File: src/pkg/uart_irq_pkg.sv
package uart_irq_pkg;

  // Register indices as carried in address byte bits 6:3
  localparam logic [3:0] IDX_INT_ENABLE = 4'h1;
  localparam logic [3:0] IDX_INT_IDENT  = 4'h2;
  localparam logic [3:0] IDX_DIV_HIGH   = 4'h1;

  // Channel select codes carried in address byte bits 2:1
  localparam logic [1:0] CHAN_A = 2'h0;
  localparam logic [1:0] CHAN_B = 2'h1;

  // Line control bank bit and the enhanced bank key
  localparam int         LCR_BANK_BIT = 7;
  localparam logic [7:0] LCR_EFR_KEY  = 8'hBF;

  // Interrupt enable fields
  localparam int IE_RX_DATA   = 0;
  localparam int IE_TX_READY  = 1;
  localparam int IE_LINE_STAT = 2;
  localparam int IE_MODEM     = 3;
  localparam int IE_SLEEP     = 4;
  localparam int IE_SW_FLOW   = 5;
  localparam int IE_RTS_DTR   = 6;
  localparam int IE_CTS_DSR   = 7;
  localparam logic [7:0] IE_BASIC_MASK = 8'h0F;

  // Identification fields and codes for bits 5:0
  localparam int         ID_NONE_BIT   = 0;
  localparam int         ID_FIFO_LO    = 6;
  localparam int         ID_FIFO_HI    = 7;
  localparam logic [5:0] ID_LINE_STAT  = 6'h06;
  localparam logic [5:0] ID_RX_TIMEOUT = 6'h0C;
  localparam logic [5:0] ID_RX_DATA    = 6'h04;
  localparam logic [5:0] ID_TX_READY   = 6'h02;
  localparam logic [5:0] ID_MODEM      = 6'h00;
  localparam logic [5:0] ID_PIN_CHANGE = 6'h30;
  localparam logic [5:0] ID_SW_FLOW    = 6'h10;
  localparam logic [5:0] ID_INACTIVE   = 6'h20;
  localparam logic [5:0] ID_NO_PEND    = 6'h01;

  // Reset values
  localparam logic [7:0] RST_INT_ENABLE = 8'h00;
  localparam logic [7:0] RST_INT_IDENT  = 8'h01;
  localparam logic [7:0] RST_DIV_HIGH   = 8'h00;

  // Register access from the serial front end
  typedef struct packed {
    logic       wr;     // Write strobe, one cycle
    logic       rd;     // Read strobe, one cycle
    logic [3:0] idx;    // Register index
    logic [1:0] chan;   // Channel select
    logic [7:0] wdata;  // Write data
  } reg_req_t;

  // Interrupt conditions and events from the channel datapath
  typedef struct packed {
    logic line_err;      // Receiver line status error, level
    logic rx_timeout;    // Receiver timeout, level
    logic rx_ready;      // Receive data ready, level
    logic thr_empty;     // Holding register empty (non-FIFO), level
    logic tx_space;      // FIFO space above trigger, level
    logic modem_stat;    // Modem status change pending, level
    logic rts_dtr_chg;   // RTS or DTR changed state, pulse
    logic rts_inactive;  // RTS went active to inactive, pulse
    logic xoff_rx;       // Xoff received, pulse
    logic xon_rx;        // Xon received, pulse
    logic special_rx;    // Special character seen, pulse
  } irq_src_t;

  // Sleep gate state
  typedef enum logic [1:0] {
    PWR_RUN   = 2'b01,
    PWR_SLEEP = 2'b10
  } pwr_state_t;

endpackage

File: src/verilog/uart_irq_sleep_ctrl.sv
`timescale 1ns/1ps

module uart_irq_sleep_ctrl #(
  parameter logic [1:0] CHAN_CODE = uart_irq_pkg::CHAN_A  // Channel this block answers
) (
  input  wire logic                   mclk_i,          // UART clock, 50 MHz
  input  wire logic                   reset_n_i,       // Asynchronous reset, active low
  input  wire uart_irq_pkg::reg_req_t reg_req_i,       // Register access request
  input  wire logic [7:0]             line_control_i,  // Line control register value
  input  wire logic                   enh_enable_i,    // Enhanced feature reg bit 4
  input  wire logic                   fifo_enable_i,   // FIFO control reg FIFO enable
  input  wire uart_irq_pkg::irq_src_t irq_src_i,       // Interrupt sources
  input  wire logic                   tx_fifo_empty_i, // Transmit FIFO empty
  input  wire logic                   rx_fifo_empty_i, // Receive FIFO empty
  input  wire logic                   tx_fifo_wr_i,    // Byte written to transmit FIFO
  input  wire logic                   cts_n_i,         // CTS pin, asynchronous
  input  wire logic                   dsr_n_i,         // DSR pin, asynchronous
  input  wire logic                   rx_pin_i,        // Receive pin, asynchronous
  output logic [7:0]                  rdata_o,         // Read data
  output logic                        rvalid_o,        // Read data valid pulse
  output logic [7:0]                  int_enable_o,    // Interrupt enable register
  output logic [7:0]                  div_high_o,      // Baud divisor high byte
  output logic                        irq_o,           // Interrupt request, active high
  output logic                        osc_enable_o,    // Crystal oscillator enable
  output logic                        uart_clk_en_o,   // Channel clock gate enable
  output logic                        sleeping_o       // Channel in sleep
);
  import uart_irq_pkg::*;

  // Pin synchronisers and change detection
  logic [2:0] cts_sync_r;
  logic [2:0] dsr_sync_r;
  logic [1:0] rx_sync_r;
  logic       cts_toggle;
  logic       dsr_toggle;
  logic       modem_toggle;
  logic       cts_inactive;

  // Register state
  logic [7:0] int_enable_r;
  logic [7:0] div_high_r;
  logic [7:0] ident;
  logic [7:0] rdata_r;
  logic       rvalid_r;

  // Sticky event flags
  logic       pin_chg_r;
  logic       xoff_r;
  logic       special_r;
  logic       inactive_r;

  // Decode and priority
  logic       chan_hit;
  logic       bank0;
  logic       ie_wr;
  logic       dh_wr;
  logic       id_rd;
  logic [5:0] code;
  logic       pending;
  logic       tx_ready;

  // Enabled level sources and sticky flag set events
  logic       line_on;
  logic       tmo_on;
  logic       rxd_on;
  logic       txr_on;
  logic       mdm_on;
  logic       pin_set;
  logic       inact_set;
  logic       xoff_set;
  logic       spec_set;

  pwr_state_t pwr_r;
  pwr_state_t pwr_nxt;
  logic       sleep_ok;
  logic       wake;

  // Register hit for one index in the normal bank
  function automatic logic bank0_hit(input logic [3:0] idx, input logic [3:0] want,
                                     input logic [7:0] line_control_reg);
    bank0_hit = (idx == want) && !line_control_reg[LCR_BANK_BIT];
  endfunction

  // Two flip-flop synchronisers, plus a history stage for edges on CTS and DSR only
  always_ff @(posedge mclk_i or negedge reset_n_i) begin
    if (!reset_n_i) begin
      cts_sync_r <= 3'h7;
      dsr_sync_r <= 3'h7;
      rx_sync_r  <= 2'h3;
    end else begin
      cts_sync_r <= {cts_sync_r[1:0], cts_n_i};
      dsr_sync_r <= {dsr_sync_r[1:0], dsr_n_i};
      rx_sync_r  <= {rx_sync_r[0], rx_pin_i};
    end
  end

  // Modem edges seen on the synchronised stages only
  assign cts_toggle   = cts_sync_r[2] ^ cts_sync_r[1];
  assign dsr_toggle   = dsr_sync_r[2] ^ dsr_sync_r[1];
  assign modem_toggle = cts_toggle | dsr_toggle;
  assign cts_inactive = !cts_sync_r[2] && cts_sync_r[1];  // Low active goes high

  // Address decode for this channel
  assign chan_hit = (reg_req_i.chan == CHAN_CODE);
  assign bank0    = bank0_hit(reg_req_i.idx, IDX_INT_ENABLE, line_control_i);
  assign ie_wr    = reg_req_i.wr && chan_hit && bank0;
  assign id_rd    = reg_req_i.rd && chan_hit
                    && bank0_hit(reg_req_i.idx, IDX_INT_IDENT, line_control_i);
  assign dh_wr    = reg_req_i.wr && chan_hit && (reg_req_i.idx == IDX_DIV_HIGH)
                    && line_control_i[LCR_BANK_BIT] && (line_control_i != LCR_EFR_KEY);

  // Interrupt enable register, upper nibble guarded by enhanced enable
  always_ff @(posedge mclk_i or negedge reset_n_i) begin
    if (!reset_n_i) begin
      int_enable_r <= RST_INT_ENABLE;
    end else if (ie_wr) begin
      if (enh_enable_i) begin
        int_enable_r <= reg_req_i.wdata;
      end else begin
        int_enable_r <= (int_enable_r & ~IE_BASIC_MASK)
                        | (reg_req_i.wdata & IE_BASIC_MASK);
      end
    end
  end

  // Baud divisor high byte
  always_ff @(posedge mclk_i or negedge reset_n_i) begin
    if (!reset_n_i) begin
      div_high_r <= RST_DIV_HIGH;
    end else if (dh_wr) begin
      div_high_r <= reg_req_i.wdata;
    end
  end

  // Flag set events, gated by their enable bits
  assign pin_set   = (modem_toggle && int_enable_r[IE_CTS_DSR])
                     || (irq_src_i.rts_dtr_chg && int_enable_r[IE_RTS_DTR]);
  assign inact_set = (cts_inactive && int_enable_r[IE_CTS_DSR])
                     || (irq_src_i.rts_inactive && int_enable_r[IE_RTS_DTR]);
  assign xoff_set  = irq_src_i.xoff_rx && int_enable_r[IE_SW_FLOW];
  assign spec_set  = irq_src_i.special_rx && int_enable_r[IE_SW_FLOW];

  // Input pin change flag; a new event beats the read clear
  always_ff @(posedge mclk_i or negedge reset_n_i) begin
    if (!reset_n_i) begin
      pin_chg_r <= 1'b0;
    end else if (pin_set) begin
      pin_chg_r <= 1'b1;
    end else if (id_rd && code == ID_PIN_CHANGE) begin
      pin_chg_r <= 1'b0;
    end
  end

  // Xoff flag, cleared by Xon
  always_ff @(posedge mclk_i or negedge reset_n_i) begin
    if (!reset_n_i) begin
      xoff_r <= 1'b0;
    end else if (xoff_set) begin
      xoff_r <= 1'b1;
    end else if (irq_src_i.xon_rx) begin
      xoff_r <= 1'b0;
    end
  end

  // Special character flag, cleared by an ident read
  always_ff @(posedge mclk_i or negedge reset_n_i) begin
    if (!reset_n_i) begin
      special_r <= 1'b0;
    end else if (spec_set) begin
      special_r <= 1'b1;
    end else if (id_rd) begin
      special_r <= 1'b0;
    end
  end

  // CTS or RTS active-to-inactive flag, cleared by reading it
  always_ff @(posedge mclk_i or negedge reset_n_i) begin
    if (!reset_n_i) begin
      inactive_r <= 1'b0;
    end else if (inact_set) begin
      inactive_r <= 1'b1;
    end else if (id_rd && code == ID_INACTIVE) begin
      inactive_r <= 1'b0;
    end
  end

  // Transmit ready depends on FIFO mode
  assign tx_ready = fifo_enable_i ? irq_src_i.tx_space : irq_src_i.thr_empty;

  // Level sources masked by their enable bits
  assign line_on = irq_src_i.line_err && int_enable_r[IE_LINE_STAT];
  assign tmo_on  = irq_src_i.rx_timeout && int_enable_r[IE_RX_DATA];
  assign rxd_on  = irq_src_i.rx_ready && int_enable_r[IE_RX_DATA];
  assign txr_on  = tx_ready && int_enable_r[IE_TX_READY];
  assign mdm_on  = irq_src_i.modem_stat && int_enable_r[IE_MODEM];

  // Priority encoder over enabled sources
  always_comb begin
    pending = 1'b1;
    if (line_on) begin
      code = ID_LINE_STAT;
    end else if (tmo_on) begin
      code = ID_RX_TIMEOUT;
    end else if (rxd_on) begin
      code = ID_RX_DATA;
    end else if (txr_on) begin
      code = ID_TX_READY;
    end else if (mdm_on) begin
      code = ID_MODEM;
    end else if (pin_chg_r) begin
      code = ID_PIN_CHANGE;
    end else if (xoff_r || special_r) begin
      code = ID_SW_FLOW;
    end else if (inactive_r) begin
      code = ID_INACTIVE;
    end else begin
      pending = 1'b0;
      code    = ID_NO_PEND;
    end
  end

  // Ident value: FIFO mirror, source code, pending bit
  always_comb begin
    ident                       = {2'b00, code};
    ident[ID_FIFO_LO]           = fifo_enable_i;
    ident[ID_FIFO_HI]           = fifo_enable_i;
    ident[ID_NONE_BIT]          = !pending;
  end

  // Registered read data; unmapped reads give zero
  always_ff @(posedge mclk_i or negedge reset_n_i) begin
    if (!reset_n_i) begin
      rdata_r  <= 8'h00;
      rvalid_r <= 1'b0;
    end else begin
      rvalid_r <= reg_req_i.rd && chan_hit;
      if (reg_req_i.rd && chan_hit) begin
        if (id_rd) begin
          rdata_r <= ident;
        end else if (reg_req_i.idx == IDX_INT_ENABLE && !line_control_i[LCR_BANK_BIT]) begin
          rdata_r <= int_enable_r;
        end else if (reg_req_i.idx == IDX_DIV_HIGH && line_control_i != LCR_EFR_KEY) begin
          rdata_r <= div_high_r;
        end else begin
          rdata_r <= 8'h00;
        end
      end
    end
  end

  // Sleep entry and wake conditions
  assign sleep_ok = int_enable_r[IE_SLEEP] && enh_enable_i
                    && !pending && !modem_toggle && rx_sync_r[1]
                    && tx_fifo_empty_i && rx_fifo_empty_i && !tx_fifo_wr_i;
  assign wake     = modem_toggle || !rx_sync_r[1] || tx_fifo_wr_i;

  // Sleep state next value
  always_comb begin
    case (pwr_r)
      PWR_RUN: begin
        pwr_nxt = sleep_ok ? PWR_SLEEP : PWR_RUN;
      end
      PWR_SLEEP: begin
        pwr_nxt = wake ? PWR_RUN : PWR_SLEEP;
      end
      default: begin
        pwr_nxt = PWR_RUN;
      end
    endcase
  end

  // Sleep state register
  always_ff @(posedge mclk_i or negedge reset_n_i) begin
    if (!reset_n_i) begin
      pwr_r <= PWR_RUN;
    end else begin
      pwr_r <= pwr_nxt;
    end
  end

  // Registered interrupt and clock controls
  always_ff @(posedge mclk_i or negedge reset_n_i) begin
    if (!reset_n_i) begin
      irq_o         <= 1'b0;
      osc_enable_o  <= 1'b1;
      uart_clk_en_o <= 1'b1;
      sleeping_o    <= 1'b0;
    end else begin
      irq_o         <= pending;
      osc_enable_o  <= (pwr_nxt != PWR_SLEEP);
      uart_clk_en_o <= (pwr_nxt != PWR_SLEEP);
      sleeping_o    <= (pwr_nxt == PWR_SLEEP);
    end
  end

  assign rdata_o      = rdata_r;
  assign rvalid_o     = rvalid_r;
  assign int_enable_o = int_enable_r;
  assign div_high_o   = div_high_r;

endmodule

File: config.mk
export PLATFORM = sky130hd
export DESIGN_NAME = uart_irq_sleep_ctrl
export DESIGN_NICKNAME = d
export VERILOG_FILES = /design/src/pkg/uart_irq_pkg.sv /design/src/verilog/uart_irq_sleep_ctrl.sv
export SDC_FILE = /design/constraint.sdc
export NUM_CORES = 1
export LEC_CHECK = 0
export BUFFER_PORTS_ARGS = -buffer_cell sky130_fd_sc_hd__buf_2
export CAP_MARGIN = 20
export CORE_MARGIN = 1.5
export CORE_UTILIZATION = 45
export DETAILED_ROUTE_END_ITERATION = 7
export PLACE_DENSITY = 0.77
export SLEW_MARGIN = 20
export SYNTH_ARGS = -nofsm -noshare
export SYNTH_HDL_FRONTEND = slang
export SYNTH_SLANG_ARGS = --single-unit
File: constraint.sdc
create_clock -name mclk_i -period 3.9 [get_ports mclk_i]
set_input_delay 0 -clock mclk_i [delete_from_list [all_inputs] [get_ports mclk_i]]
set_output_delay 0 -clock mclk_i [all_outputs]
set_load 0.02 [all_outputs]
==> run_results.csv <==
group,metric,value,unit
route,drtAntennaViolNets,0,
die,core-area,4000,um^2
global_route,first_global_vias,1504,
outcome,status,"finished clean",
die,start_util,0.469,
cells_and_area,fill_cells,331,
power_and_ir_drop,p_sw,247,uW
min_path,hp-class,"input pin to register",
clock_network,numCtsBuffers,5,
clock_network,ctsLongestPathBuffers,2,
timing,setup_viol,0,
synthesis,yosys_warnings,0,
timing,final.min_clock_period,2.03,ns
global_route,antenna_found_initial,0,
critical_path,crit_arrival,2.26,ns
critical_path,critPathMaxFanout,4,
power_and_ir_drop,power_frac_clock,0.301,
timing,finalSetupTns,0,ns
critical_path,worst_path_largest_cell_delay,0.52,ns
placement,io_buffers,73,
global_route,track_usage,0.210,
global_route,gr-total-overflow,0,
synthesis,synth_area_per_cell,12.0,um^2
cells_and_area,fin_nets,296,
power_and_ir_drop,switching_share,0.272,
clock_network,insertion_delay,0.29,ns
route,via_per_inst,5.39,
global_route,grt_max_degree,43,
placement,dp_cells,274,
route,vias,1613,
cells_and_area,syn2layout_area_growth,35.2,%
clock_network,htreeDepth,2,
synthesis,synthArstFlopShare,1.00,
route,drc_errors,0,
route,first_iter_violations,62,
clock_network,post-cts-setup-buffer-count,0,
placement,dp_hpwl,3230,um
route,first_pass_iters,5,
critical_path,start_kind,"register",
timing,clock_skew,0.00713,ns
power_and_ir_drop,pwr-share-seq,0.545,
cells_and_area,drive_gt1_frac,0.458,
global_route,grt_pass1_wl,7040,um
clock_network,cts.sinks,42,
critical_path,critPathKind,"register to register",
clock_network,clkTransAtPathRegs,0.08,ns
critical_path,path_buf_inv,1,
timing,max_slew_margin,0.405,
critical_path,path_delay_family,"simple AND/OR/NAND/NOR gates",
die,rows,23,
synthesis,synth_nets,204,
power_and_ir_drop,p_int,659,uW
route,wl_per_cell,14.5,um
timing,slew_violations,0,
synthesis,synth_edf_count,0,
timing,worst_pin_slew,0.893,ns
synthesis,synth_cell_types,40,
clock_network,ctsResizeCount,0,
placement,gp_congestion,0.815,
route,wl,4330,um
critical_path,required,4.13,ns
power_and_ir_drop,power_frac_comb,0.154,
clock_network,cts_tree,"yes",
die,die_w,67.6,um
power_and_ir_drop,powerDensity,357,nW/um^2
synthesis,ys_seq_area_frac,0.567,
critical_path,crit_slowest_cell,"dfstp_2",
die,ioPinCount,74,
cells_and_area,final_cells,299,
die,die_h,67.6,um
synthesis,syn-instance-count,156,
cells_and_area,num_antenna_cells,0,
timing,grt_setup_unrepaired,"false",
synthesis,ys_ff_latch,42,
timing,period_share,0.521,
run,max-cap-violations,0,
power_and_ir_drop,peakVddDrop,270,uV
die,dieArea,4570,um^2
timing,hold_viol_final,0,
clock_network,cts_root_buffer,"clkbuf_8",
critical_path,crit_path_end_kind,"register",
synthesis,netlist_area,1880,um^2
power_and_ir_drop,p_leak,0.00127,uW
critical_path,path_cells,"inv_1, ha_1, nand2_1, nor4b_1, nand4_1, mux2_2",
timing,fmax,492,MHz
synthesis,synth_flop_cell,"dfrtp_1",
cells by family (layout without fill, tap and decap cells):
kind of cell | Yosys count | in the layout | share of synthesized area
buf+inv | 13 | 106 | 0.0293
mux | 19 | 19 | 0.113
fa+ha+maj | 3 | 3 | 0.0200
xor+xnor | 1 | 1 | 0.00467
compound gates | 37 | 37 | 0.143
flops | 42 | 42 | 0.567
simple gates | 41 | 41 | 0.123
worst register-to-register path, cell delays in order (launching register included):
cell and delay (ns):
dfstp_2 0.52, inv_1 0.04, ha_1 0.28, nand2_1 0.06, nor4b_1 0.48, nand4_1 0.26
mux2_2 0.32
area by class of cell:
| class | instances | area [um^2] | area share |
|---|---|---|---|
| inverter | 8 | 30.0 | 0.0118 |
| multi-input combinational | 101 | 758 | 0.299 |
| tap | 50 | 62.6 | 0.0247 |
| clock buffer | 5 | 68.8 | 0.0271 |
| timing repair buffer | 90 | 536 | 0.211 |
| sequential | 42 | 1060 | 0.419 |
| clock inverter | 3 | 18.8 | 0.00740 |
cell usage after synthesis, types with 2 or more instances:
cell type / n / share of area
buf_2: 2 / 0.0053
o21ai_0: 4 / 0.011
a221o_1: 2 / 0.011
nand4_1: 3 / 0.010
dfstp_2: 10 / 0.14
inv_1: 8 / 0.016
a221o_2: 2 / 0.012
nor3_1: 5 / 0.013
dfrtp_1: 32 / 0.43
a22o_1: 2 / 0.0093
o31ai_1: 3 / 0.012
a22oi_1: 2 / 0.0080
nor4b_1: 2 / 0.0093
nor2_1: 5 / 0.010
mux2_2: 18 / 0.11
clkbuf_1: 2 / 0.0040
a221oi_1: 5 / 0.023
nand2_1: 10 / 0.020
or3_1: 2 / 0.0067
a31oi_1: 2 / 0.0067
a21oi_1: 9 / 0.024
nand3_1: 6 / 0.016
ha_1: 3 / 0.020
layout by cell type (no fill, tap or decap), types with 2 or more instances in the layout:
master,Yosys,layout
dfstp_2,10,10
dlygate4sd3_1,0,17
o21ai_0,4,4
nor4b_1,2,2
clkbuf_8,0,5
nand3_1,6,6
inv_1,8,8
o31ai_1,3,3
buf_2,2,73
a31oi_1,2,2
a22oi_1,2,2
nand4_1,3,3
a221oi_1,5,5
a22o_1,2,2
nand2_1,10,10
dfrtp_1,32,32
a221o_2,2,2
mux2_2,18,18
nor2_1,5,5
clkinv_2,0,2
a21oi_1,9,9
nor3_1,5,5
or3_1,2,2
a221o_1,2,2
ha_1,3,3
per-layer routing:
metal / part of all wire / global-route usage / routed length (um)
met1: 0.44 / 0.289 / 1910
met2: 0.48 / 0.325 / 2080
met3: 0.057 / 0.0400 / 248
met4: 0.021 / 0.0893 / 90
met5: 0 / 0 / 0
state kept, by name, indices dropped and copies added, names as in the netlist:
| signal | count |
|---|---|
| cts_sync_r | 3 |
| div_high_o | 8 |
| dsr_sync_r | 3 |
| inactive_r | 1 |
| int_enable_o | 8 |
| irq_o | 1 |
| pin_chg_r | 1 |
| pwr_r | 2 |
| rdata_o | 8 |
| rvalid_o | 1 |
| rx_sync_r | 2 |
| sleeping_o | 1 |
| special_r | 1 |
| uart_clk_en_o | 1 |
| xoff_r | 1 |
final timing paths:
kind                          startpoint       endpoint  slack (ns)  cells past startpoint
min in group asynchronous      reset_n_i     sleeping_o        0.38                      2
min reg2reg                cts_sync_r[0]  cts_sync_r[1]        0.36                      0
min                        fifo_enable_i     rdata_o[7]        0.04                      3
max in group asynchronous      reset_n_i     rdata_o[1]        2.96                      2
max                        cts_sync_r[2]  uart_clk_en_o        1.87                      6
max reg2reg                cts_sync_r[2]  uart_clk_en_o        1.87                      6
stage by stage:
step / cell area, um^2 / total power, uW / utilization / hold slack, ns / setup WS (ns)
floorplan: 1880 / 562 / - / -0.296 / 2.19
finish: 2540 / 906 / 0.634 / 0.0382 / 1.87
CTS: 2540 / 913 / 0.634 / 0.0353 / 1.86
detailed placement: 2280 / 627 / 0.570 / 0.106 / 1.88
global placement: 2280 / 625 / 0.570 / 0.104 / 1.89
global route: 2540 / 948 / 0.634 / 0.0892 / 1.74
power groups by stage:
stage | logic [uW] | registers, uW | clock network (uW)
floorplan | 44.4 | 517 | 0
global route | 153 | 497 | 298
CTS | 140 | 493 | 280
detailed placement | 127 | 500 | 0
global placement | 125 | 500 | 0
finish | 139 | 494 | 273
what timing repair did:
action / 4_1_cts / 5_1_grt
endpoints found under the setup margin: 0 / 0
endpoints found under the hold margin: 55 / 0
hold buffers: 17 / 0
Power figures use the tool's default switching activity.
